## src/pkg/touch_pkg.sv

```systemverilog
// package: constants and field layout of the dual touch sense controller
// Contract
// RL1 - channel 0 always, channel 1 by enable
// RL2 - calibration request runs, then completion flag
// RL3 - calibration picks waveform type, host can see
// RL4 - one interrupt pin flags new sensor events
// RL5 - only enabled event types raise interrupt
// RL6 - host reads mask: event type and sensor
// RL7 - sleep between scans, 1 ms to 256 s
// RL8 - main clock selectable, 16 or 32 MHz
// RL9 - shift above press threshold means pressed
// RL10 - shift above proximity threshold means proximity
// RL11 - pressed too long forces button released
// RL12 - time-out of zero never forces release
// RL13 - host may set new slave address
// RL14 - state: released, pressed, proximity or fault
// RL15 - latest raw and tracking baseline per sensor
// RL16 - peak raw held, cleared by reset command
// RL17 - thresholds compare raw minus baseline
// RL18 - interrupt held until mask is read
package touch_pkg;
   localparam int CLK_HZ = 40_000_000;
   localparam int MS_TIME = 1; // time unit of sleep and time-out, in ms
   localparam int MS_CYCLES = CLK_HZ / 1000 * MS_TIME;
   localparam int CH_N = 2;
   localparam int RAW_W = 16;
   localparam int SLEEP_W = 18;
   localparam logic [17:0] SLEEP_MIN = 18'h00001; // 1 ms
   localparam logic [17:0] SLEEP_MAX = 18'h3e800; // 256000 ms
   localparam int TMO_W = 16;
   localparam int EVT_N = 4;
   // sensor state codes, also event type index
   localparam logic [1:0] ST_RELEASED = 2'h0;
   localparam logic [1:0] ST_PRESSED = 2'h1;
   localparam logic [1:0] ST_PROX = 2'h2;
   localparam logic [1:0] ST_FAULT = 2'h3;
   // waveform choice made by calibration
   localparam logic [15:0] WAVE_LEVEL = 16'h2000;
   localparam logic WAVE_RST = 1'b0;
   // main clock select
   localparam logic CLK_SEL_16 = 1'b0;
   localparam logic CLK_SEL_32 = 1'b1;
   localparam logic CLK_SEL_RST = CLK_SEL_32;
   // slave address and byte framing
   localparam logic [6:0] I2C_ADDR_RST = 7'h25;
   localparam logic [3:0] I2C_LAST = 4'h8;
endpackage

```

## src/scan_timer.sv

```systemverilog
// scan_timer: millisecond divider and sleep interval between scans
`timescale 1ns/1ps
module scan_timer #(
   parameter int MS_CYC = touch_pkg::MS_CYCLES
) (
   input wire logic clk, // core clock
   input wire logic rst, // synchronous reset, high
   input wire logic run, // count sleep while high
   input wire logic [touch_pkg::SLEEP_W-1:0] sleep_ms, // interval in ms
   output logic ms_tick, // one pulse per ms
   output logic scan_tick // one pulse when interval ends
);
   import touch_pkg::*;
   logic [31:0] div_q, div_d;
   logic [SLEEP_W-1:0] ms_q, ms_d;
   logic tick_q, tick_d;
   logic scan_q, scan_d;
   logic [SLEEP_W-1:0] limit;

   // clamp interval into its legal range, then count ms ticks
   always_comb begin
      limit = sleep_ms;
      if (sleep_ms < SLEEP_MIN) limit = SLEEP_MIN; // RL7
      if (sleep_ms > SLEEP_MAX) limit = SLEEP_MAX; // RL7
      tick_d = (div_q == 32'(MS_CYC - 1));
      div_d = tick_d ? 32'h0 : div_q + 32'h1;
      ms_d = ms_q;
      scan_d = 1'b0;
      if (!run) begin
         ms_d = '0;
      end else if (tick_q) begin
         if (ms_q + 18'h00001 >= limit) begin
            ms_d = '0;
            scan_d = 1'b1; // RL7
         end else begin
            ms_d = ms_q + 18'h00001;
         end
      end
   end

   // registers only
   always_ff @(posedge clk) begin
      if (rst) begin
         div_q <= 32'h0;
         ms_q <= '0;
         tick_q <= 1'b0;
         scan_q <= 1'b0;
      end else begin
         div_q <= div_d;
         ms_q <= ms_d;
         tick_q <= tick_d;
         scan_q <= scan_d;
      end
   end

   assign ms_tick = tick_q;
   assign scan_tick = scan_q;
endmodule // scan_timer

```

## src/i2c_target.sv

```systemverilog
// i2c_target: slave that returns the state mask and takes a new address
`timescale 1ns/1ps
module i2c_target (
   input wire logic clk, // core clock
   input wire logic rst, // synchronous reset, high
   input wire logic scl_pin, // bus clock, asynchronous
   input wire logic sda_pin, // bus data level, asynchronous
   output logic sda_val, // data value driven, always low
   output logic sda_en, // high while pulling data low
   input wire logic [7:0] tx_byte, // byte returned on reads
   output logic rd_pulse, // one pulse per byte loaded for reading
   output logic [6:0] own_addr // current slave address
);
   import touch_pkg::*;
   typedef enum logic [2:0] {
      I_IDLE, I_ADDR, I_AACK, I_WR, I_WACK, I_RD, I_RACK
   } i2c_state_t;
   i2c_state_t st_q, st_d;
   logic [2:0] scl_s_q, sda_s_q;
   logic [7:0] sh_q, sh_d;
   logic [3:0] cnt_q, cnt_d;
   logic en_q, en_d, rd_q, rd_d;
   logic [6:0] addr_q, addr_d;
   logic rise, fall, start, stop;

   // edges come from the second and third stages only
   assign rise = scl_s_q[1] & ~scl_s_q[2];
   assign fall = ~scl_s_q[1] & scl_s_q[2];
   assign start = scl_s_q[1] & sda_s_q[2] & ~sda_s_q[1];
   assign stop = scl_s_q[1] & ~sda_s_q[2] & sda_s_q[1];

   // byte framing: sample on rise, drive on fall
   always_comb begin
      st_d = st_q;
      sh_d = sh_q;
      cnt_d = cnt_q;
      en_d = en_q;
      rd_d = 1'b0;
      addr_d = addr_q;
      if (start) begin
         st_d = I_ADDR;
         cnt_d = 4'h0;
         en_d = 1'b0;
      end else if (stop) begin
         st_d = I_IDLE;
         en_d = 1'b0;
      end else begin
         unique case (st_q)
            I_IDLE: ;
            I_ADDR, I_WR: begin
               if (rise && cnt_q != I2C_LAST) begin
                  sh_d = {sh_q[6:0], sda_s_q[1]};
                  cnt_d = cnt_q + 4'h1;
               end else if (fall && cnt_q == I2C_LAST) begin
                  en_d = 1'b1;
                  if (st_q == I_WR) begin
                     addr_d = sh_q[6:0]; // RL13
                     st_d = I_WACK;
                  end else if (sh_q[7:1] == addr_q) begin
                     st_d = I_AACK;
                  end else begin
                     en_d = 1'b0;
                     st_d = I_IDLE;
                  end
               end
            end
            I_AACK, I_WACK, I_RACK: begin
               if (st_q == I_RACK && rise && sda_s_q[1]) begin
                  st_d = I_IDLE; // host nack ends the read
               end else if (fall && (st_q != I_AACK || !sh_q[0])) begin
                  en_d = 1'b0;
                  cnt_d = 4'h0;
                  st_d = I_WR;
               end
               if (fall && st_q != I_WACK && (st_q == I_RACK || sh_q[0])) begin
                  sh_d = tx_byte; // RL6
                  en_d = ~tx_byte[7];
                  rd_d = 1'b1;
                  cnt_d = 4'h1;
                  st_d = I_RD;
               end
            end
            I_RD: begin
               if (fall) begin
                  if (cnt_q == I2C_LAST) begin
                     en_d = 1'b0;
                     st_d = I_RACK;
                  end else begin
                     en_d = ~sh_q[6];
                     sh_d = {sh_q[6:0], 1'b0};
                     cnt_d = cnt_q + 4'h1;
                  end
               end
            end
         endcase
      end
   end

   // registers only
   always_ff @(posedge clk) begin
      if (rst) begin
         scl_s_q <= 3'h7;
         sda_s_q <= 3'h7;
         st_q <= I_IDLE;
         sh_q <= 8'h00;
         cnt_q <= 4'h0;
         en_q <= 1'b0;
         rd_q <= 1'b0;
         addr_q <= I2C_ADDR_RST;
      end else begin
         scl_s_q <= {scl_s_q[1:0], scl_pin};
         sda_s_q <= {sda_s_q[1:0], sda_pin};
         st_q <= st_d;
         sh_q <= sh_d;
         cnt_q <= cnt_d;
         en_q <= en_d;
         rd_q <= rd_d;
         addr_q <= addr_d;
      end
   end

   assign sda_val = 1'b0;
   assign sda_en = en_q;
   assign rd_pulse = rd_q;
   assign own_addr = addr_q;
endmodule // i2c_target

```

## src/dual_touch_proximity_sense.sv

```systemverilog
// dual_touch_proximity_sense: scan, classify and report two touch sensors
`timescale 1ns/1ps
module dual_touch_proximity_sense #(
   parameter int MS_CYC = touch_pkg::MS_CYCLES // cycles per ms
) (
   input wire logic clk, // core clock, 40 MHz
   input wire logic rst, // synchronous reset, high
   // host bus
   input wire logic scl_pin, // bus clock level
   input wire logic sda_pin, // bus data level
   output logic sda_val, // data value, always low
   output logic sda_en, // high while pulling data low
   output logic irq, // event notification, high
   output logic [6:0] slave_addr, // current slave address
   // configuration
   input wire logic ch1_en, // channel 1 in use
   input wire logic clk_sel, // 0: 16 MHz, 1: 32 MHz
   input wire logic [touch_pkg::SLEEP_W-1:0] sleep_ms, // scan interval
   input wire logic [touch_pkg::RAW_W-1:0] press_th, // press threshold
   input wire logic [touch_pkg::RAW_W-1:0] prox_th, // proximity threshold
   input wire logic [touch_pkg::TMO_W-1:0] press_tmo, // ms, 0 is off
   input wire logic [touch_pkg::EVT_N-1:0] evt_en, // event type enables
   input wire logic [touch_pkg::CH_N-1:0] cal_req, // calibration pulses
   input wire logic peak_clr, // clear peak values, pulse
   // acquisition front end
   output logic acq_start, // start one conversion, pulse
   output logic acq_ch, // channel being converted
   input wire logic raw_valid, // conversion result ready, pulse
   input wire logic [touch_pkg::RAW_W-1:0] raw_in, // conversion result
   input wire logic raw_fault, // sensor shorted or open
   // status
   output logic core_clk_sel, // selected main clock
   output logic [touch_pkg::CH_N-1:0] cal_done, // calibration finished
   output logic [touch_pkg::CH_N-1:0] wave_sel, // chosen waveform type
   output logic [touch_pkg::CH_N-1:0][1:0] sense_state, // per channel
   output logic [touch_pkg::CH_N-1:0][touch_pkg::RAW_W-1:0] raw_val, // raw
   output logic [touch_pkg::CH_N-1:0][touch_pkg::RAW_W-1:0] base_val, // base
   output logic [touch_pkg::CH_N-1:0][touch_pkg::RAW_W-1:0] peak_val // peak
);
   import touch_pkg::*;

   typedef enum logic {
      S_SLEEP,
      S_WAIT
   } scan_state_t;

   // difference that stops at zero
   function automatic logic [RAW_W-1:0] sat_sub(
      input logic [RAW_W-1:0] a,
      input logic [RAW_W-1:0] b
   );
      sat_sub = (a > b) ? a - b : '0;
   endfunction

   // scan sequencer state
   scan_state_t state_q, state_d;
   logic ch_q, ch_d;
   logic start_q, start_d;
   logic clk_sel_q, clk_sel_d;

   // per channel state
   logic [CH_N-1:0][RAW_W-1:0] raw_q, raw_d;
   logic [CH_N-1:0][RAW_W-1:0] base_q, base_d;
   logic [CH_N-1:0][RAW_W-1:0] peak_q, peak_d;
   logic [CH_N-1:0][TMO_W-1:0] tmo_q, tmo_d;
   logic [CH_N-1:0][1:0] st_q, st_d;
   logic [CH_N-1:0] wave_q, wave_d;
   logic [CH_N-1:0] pend_q, pend_d;
   logic [CH_N-1:0] done_q, done_d;
   logic [CH_N-1:0] chg_q, chg_d;
   logic irq_q, irq_d;

   // links to the helpers
   logic ms_tick;
   logic scan_tick;
   logic mask_rd;
   logic [7:0] mask_byte;
   logic [CH_N-1:0] ch_on;
   logic cal_kick;

   // channel 0 always scanned, channel 1 only when enabled
   assign ch_on = {ch1_en, 1'b1}; // RL1

   // a pending calibration on a live channel starts a scan at once
   assign cal_kick = |(pend_q & ch_on);

   // sleep interval and millisecond base
   scan_timer #(
      .MS_CYC(MS_CYC)
   ) u_timer (
      .clk(clk),
      .rst(rst),
      .run(state_q == S_SLEEP),
      .sleep_ms(sleep_ms),
      .ms_tick(ms_tick),
      .scan_tick(scan_tick)
   );

   // mask: type codes in low nibble, changed sensors above
   assign mask_byte = {2'b00, chg_q, st_q[1], st_q[0]}; // RL6

   // host bus slave
   i2c_target u_bus (
      .clk(clk),
      .rst(rst),
      .scl_pin(scl_pin),
      .sda_pin(sda_pin),
      .sda_val(sda_val),
      .sda_en(sda_en),
      .tx_byte(mask_byte),
      .rd_pulse(mask_rd),
      .own_addr(slave_addr)
   );

   // scan sequencer: sleep, convert channel 0, then channel 1 when ch1_en is set
   always_comb begin
      state_d = state_q;
      ch_d = ch_q;
      start_d = 1'b0;
      clk_sel_d = clk_sel; // RL8
      unique case (state_q)
         S_SLEEP: begin
            if (scan_tick || cal_kick) begin // RL7 RL2
               ch_d = 1'b0;
               start_d = 1'b1;
               state_d = S_WAIT;
            end
         end
         S_WAIT: begin
            if (raw_valid) begin
               if (!ch_q && ch1_en) begin // RL1
                  ch_d = 1'b1;
                  start_d = 1'b1;
               end else begin
                  state_d = S_SLEEP;
               end
            end
         end
      endcase
   end

   // per channel classification, tracking and event capture
   always_comb begin
      logic [RAW_W-1:0] shift;
      logic [1:0] nst;
      logic hit;
      logic force_rel;
      shift = '0;
      nst = ST_RELEASED;
      hit = 1'b0;
      force_rel = 1'b0;
      raw_d = raw_q;
      base_d = base_q;
      peak_d = peak_q;
      tmo_d = tmo_q;
      st_d = st_q;
      wave_d = wave_q;
      pend_d = pend_q;
      done_d = done_q;
      chg_d = chg_q;
      // reading the mask clears the change bits; new sets win below
      if (mask_rd) begin
         chg_d = '0; // RL18
      end
      for (int i = 0; i < CH_N; i++) begin
         hit = (state_q == S_WAIT) && raw_valid && (ch_q == i[0]);
         nst = st_q[i];
         if (cal_req[i]) begin
            pend_d[i] = 1'b1;
            done_d[i] = 1'b0;
         end
         if (peak_clr) begin
            peak_d[i] = '0; // RL16
         end
         // time spent pressed, in ms
         if (st_q[i] == ST_PRESSED && ms_tick && tmo_q[i] != '1) begin
            tmo_d[i] = tmo_q[i] + 16'h0001;
         end
         force_rel = (st_q[i] == ST_PRESSED) && (press_tmo != '0) // RL12
            && (tmo_q[i] >= press_tmo); // RL11
         if (hit) begin
            raw_d[i] = raw_in; // RL15
            if (raw_in > peak_d[i]) begin
               peak_d[i] = raw_in; // RL16
            end
         end
         if (force_rel) begin
            // rebase on the stuck level so it does not press again
            nst = ST_RELEASED; // RL11
            base_d[i] = hit ? raw_in : raw_q[i];
         end else if (hit && pend_q[i]) begin
            base_d[i] = raw_in; // RL2
            wave_d[i] = (raw_in < WAVE_LEVEL); // RL3
            pend_d[i] = 1'b0;
            done_d[i] = 1'b1; // RL2
            nst = ST_RELEASED;
         end else if (hit && raw_fault) begin
            nst = ST_FAULT; // RL14
         end else if (hit) begin
            shift = sat_sub(raw_in, base_q[i]); // RL17
            if (shift > press_th) begin
               nst = ST_PRESSED; // RL9
            end else if (shift > prox_th) begin
               nst = ST_PROX; // RL10
            end else begin
               nst = ST_RELEASED; // RL14
               // baseline follows slow drift while idle
               if (raw_in > base_q[i]) begin
                  base_d[i] = base_q[i] + 16'h0001; // RL15
               end else if (raw_in < base_q[i]) begin
                  base_d[i] = base_q[i] - 16'h0001; // RL15
               end
            end
         end
         if (!ch_on[i]) begin
            nst = ST_RELEASED; // RL1
         end
         if (nst != ST_PRESSED) begin
            tmo_d[i] = '0;
         end
         st_d[i] = nst;
         // only enabled types on live channels flag the host
         if (ch_on[i] && nst != st_q[i] && evt_en[nst]) begin // RL5
            chg_d[i] = 1'b1; // RL4
         end
      end
      irq_d = |chg_d; // RL4 RL18
   end

   // registers only
   always_ff @(posedge clk) begin
      if (rst) begin
         state_q <= S_SLEEP;
         ch_q <= 1'b0;
         start_q <= 1'b0;
         clk_sel_q <= CLK_SEL_RST;
         raw_q <= '0;
         base_q <= '0;
         peak_q <= '0;
         tmo_q <= '0;
         st_q <= {CH_N{ST_RELEASED}};
         wave_q <= {CH_N{WAVE_RST}};
         pend_q <= '0;
         done_q <= '0;
         chg_q <= '0;
         irq_q <= 1'b0;
      end else begin
         state_q <= state_d;
         ch_q <= ch_d;
         start_q <= start_d;
         clk_sel_q <= clk_sel_d;
         raw_q <= raw_d;
         base_q <= base_d;
         peak_q <= peak_d;
         tmo_q <= tmo_d;
         st_q <= st_d;
         wave_q <= wave_d;
         pend_q <= pend_d;
         done_q <= done_d;
         chg_q <= chg_d;
         irq_q <= irq_d;
      end
   end

   // outputs, each straight from a register
   assign irq = irq_q;
   assign acq_start = start_q;
   assign acq_ch = ch_q;
   assign core_clk_sel = clk_sel_q;
   assign cal_done = done_q;
   assign wave_sel = wave_q;
   assign sense_state = st_q;
   assign raw_val = raw_q;
   assign base_val = base_q;
   assign peak_val = peak_q;
endmodule // dual_touch_proximity_sense

```

## config.mk

```make
export PLATFORM = sky130hd
export DESIGN_NAME = dual_touch_proximity_sense
export DESIGN_NICKNAME = d
export VERILOG_FILES = /design/src/pkg/touch_pkg.sv /design/src/scan_timer.sv /design/src/i2c_target.sv /design/src/dual_touch_proximity_sense.sv
export SDC_FILE = /design/constraint.sdc
export NUM_CORES = 1
export LEC_CHECK = 0
export ABC_CLOCK_PERIOD_IN_PS = 9600
export BUFFER_PORTS_ARGS = -buffer_cell sky130_fd_sc_hd__clkbuf_2
export CAP_MARGIN = 15
export CELL_PAD_IN_SITES_DETAIL_PLACEMENT = 1
export CELL_PAD_IN_SITES_GLOBAL_PLACEMENT = 1
export CORE_ASPECT_RATIO = 1.75
export CORE_MARGIN = 2
export CORE_UTILIZATION = 47
export DETAILED_ROUTE_END_ITERATION = 8
export PLACE_DENSITY = 0.91
export SLEW_MARGIN = 20
export SYNTH_ARGS = -nofsm -noshare
export SYNTH_HDL_FRONTEND = slang
export SYNTH_SLANG_ARGS = --single-unit
```

## constraint.sdc

```tcl
create_clock -name clk -period 9.6 [get_ports clk]
set_input_delay 1.44 -clock clk [delete_from_list [all_inputs] [get_ports clk]]
set_output_delay 1.44 -clock clk [all_outputs]
set_load 0.01 [all_outputs]
```

==> results.toml <==
[hold_path]
holdCritStartpoint = "u_bus.sda_s_q[0]"
min_path_type = "reg -> reg"

[global_route]
grt_max_degree = 78
grt.total_usage_pct = 32.2
antenna_found_initial = 1
grt_pass1_vias = 18213
overflow = 0
grt_pass1_wl_um = 96000

[power_and_ir_drop]
power.switching_uw = 805
finalPower_uw = 2580
leakagePower_uw = 0.00826
clkPwrFrac_pct = 39.1
combinationalPowerShare_pct = 22.7
powerDensity_nw_per_um2 = 135
switching_share_pct = 31.2
p_int_uw = 1770
p_seq_share_pct = 38.2
peakVddDrop_v = 0.000147

[routing]
num_vias = 16812
dr.pass1.iters = 6
drtAntennaViolNets = 0
post_drt_via_cell_ratio = 6.05
avgRoutedWirePerCell_um = 22.0
drt_wl_total_um = 61100
drtIter0Drc = 883
drcViolationCount = 0

[clock_network]
ctsHoldBuffers = 0
h-tree-depth = 1
cts_setup_buffers = 0
tritoncts = "yes"
cts.sinks = 227
clk_pin_slew_ns = 0.06
cts_max_path_buffers = 3
cts_resized = 0
cts_buffers = 25
worstSkewPairLatency_ns = 0.56
cts_root_buffer = "clkbuf_16"

[floorplanning]
dieArea_um2 = 37100
dieWidth_um = 147
initial_core_util_pct = 47.5
ioPinCount = 214
core_area_um2 = 35200
rows = 91
die_height_um = 253

[critical_path]
critPathBufInv = 4
cpMaxStageDelayCell = "a2111oi_0"
crit_fanout = 26
crit_cells = 27
r2r-end = "irq"
crit_start = "raw_in[0]"
startpoint_type = "primary input"
reg2regPathDepth = 25
path_class = "in -> reg"
worstPathRequired_ns = 10.03
crit_arrival_ns = 7.32
cp-end-kind = "flip-flop"
worstSetupEndpoint = "irq"
rr_startpoint = "base_val[0]"
cp_slowest_stage_delay_ns = 0.43
r2r_setup_slack_ns = 3.42
crit_family = "compound AO/OA/AOI/OAI gates"

[finish]
syn_to_final_growth_pct = 13.9
nNetsFinal = 2610
design_area_um2 = 19000
nFillCells = 4382
regArea_um2 = 4540
drive_gt1_share_pct = 14.1
multiInputGateArea_um2 = 11300
utilization_pct = 54.1

[logic_synthesis]
yosys.area_share.simple_pct = 22.2
synth_xor_area_share_pct = 6.82
syn_nets = 2426
async_reset_ff_share_pct = 0
syn_inst = 2115
synthDistinctLibCells = 85
yosys_warnings = 0
synth_area_um2 = 16700
synth_edf_count = 0
seq_area_frac_synth_pct = 27.2
synth_top_family_by_area = "simple AND/OR/NAND/NOR gates"
yosys_register_bits = 227
avgSynthCellArea_um2 = 7.90
synth_flop_cell = "dfxtp_1"
synth_adder_area_share_pct = 16.2
synthMuxAreaShare_pct = 3.56
synth_compound_area_share_pct = 18.8

[flow_run]
cap_violations = 0

[sta]
slew_violations = 0
hold_violations = 0
totalNegativeSetupSlack_ns = 0
setup_ws_ns = 2.71
post-route-min-period_ns = 6.89
fmax_mhz = 145
skew_ns = 0.0296
maxSlewHeadroom_pct = 23.8
setup_viol = 0
rsz0062_at_grt = "no"
period_share_pct = 71.8
tightest_slew_ns = 1.13

[placement]
dp_hpwl_um = 46700
placed_cell_area_um2 = 18200
portBuffers = 212
dpl_worst_slack_ns = 2.29
gp_congestion = 0.949

[run_status]
status = "complete, no violations"
[state kept, by name, summed over array words and instances (netlist names), 4 cells and up]
signal	flops
base_val	32
peak_val	32
raw_val	32
sense_state	4
tmo_q	32
u_bus.cnt_q	4
u_bus.own_addr	7
u_bus.sh_q	8
u_timer.div_q	32
u_timer.ms_q	18
[power groups by stage]
stage	combinational, uW	sequential, uW	clock, uW
final	586	984	1010
after global routing	645	985	1050
after CTS	578	983	1020
after detailed placement	570	1000	0
after global placement	539	1000	0
after floorplan	378	997	0
[how the worst min path moves through the flow]
stage / cells past startpoint / endpoint
after CTS: 1 / u_bus.sda_s_q[1]
final: 1 / u_bus.sda_s_q[1]
after global placement: 1 / u_bus.sda_s_q[1]
after floorplan: 1 / u_bus.scl_s_q[1]
after detailed placement: 1 / u_bus.sda_s_q[1]
after global routing: 1 / u_bus.sda_s_q[1]
[layout by cell type, fill, tap and decap left out, types with 8 or more instances in the layout]
master,n
o21a_1,19
xnor2_1,66
xor2_1,64
clkbuf_16,25
inv_1,156
ha_1,210
a222oi_1,8
o211ai_1,16
and3_1,26
nor2_1,244
nand2_1,203
o21bai_1,11
nand4_1,42
dfxtp_1,227
nor3_1,33
and4_1,8
o21ai_1,16
a21o_1,40
a211oi_1,28
nor2b_1,20
or3_1,14
clkbuf_2,211
a21oi_1,150
mux2i_1,41
or2_2,15
a31oi_1,13
mux2_2,15
nor4_1,18
nand2b_1,44
buf_4,11
nand3_1,76
o21ai_0,87
and2_1,22
[routing by layer]
| metal | routed length, um | vias to the layer above | global-route usage, % |
|---|---|---|---|
| met5 | 0 | - | 0 |
| met4 | 4310 | 0 | 20.4 |
| met3 | 2780 | 229 | 3.96 |
| met2 | 31800 | 532 | 61.0 |
| met1 | 22200 | 8219 | 33.3 |
| li1 | - | 7832 | - |
[final cells by class]
| class | instances | area share, % |
|---|---|---|
| timing repair buffer | 222 | 5.98 |
| tap | 465 | 3.06 |
| multi-input combinational | 1665 | 59.6 |
| clock inverter | 9 | 0.704 |
| sequential | 227 | 23.9 |
| antenna | 1 | 0.0132 |
| inverter | 158 | 3.12 |
| clock buffer | 33 | 3.66 |
[synth_stat cells (41+ instances only)]
master | number | share of area [%]
nand2b_1 | 44 | 1.6
clkbuf_1 | 49 | 1.1
o21ai_0 | 87 | 2.6
ha_1 | 210 | 16
xnor2_1 | 66 | 3.5
a21oi_1 | 150 | 4.5
nand2_1 | 203 | 4.6
nand4_1 | 42 | 1.6
nand3_1 | 76 | 2.3
mux2i_1 | 41 | 2.5
dfxtp_1 | 227 | 27
xor2_1 | 64 | 3.4
nor2_1 | 246 | 5.5
inv_1 | 156 | 3.5
[per-stage QoR]
stage	cells	hold slack, ns
final	2780	0.411
after detailed placement	2737	0.397
after CTS	2779	0.412
after floorplan	2115	0.389
after global placement	2737	0.393
after global routing	2780	0.420
[cell families (layout without fill, tap and decap cells)]
| logic type | after synthesis | after routing |
|---|---|---|
| DFF | 227 | 227 |
| xor gates and xnor gates | 130 | 130 |
| muxes | 57 | 57 |
| other | 1 | 2 |
| adders and majority gates | 214 | 214 |
| AOI/OAI and AO/OA | 478 | 478 |
| and+or+nand+nor | 785 | 785 |
| buffers and inverters | 223 | 422 |
Note: power is estimated with default switching activity, not from simulation.
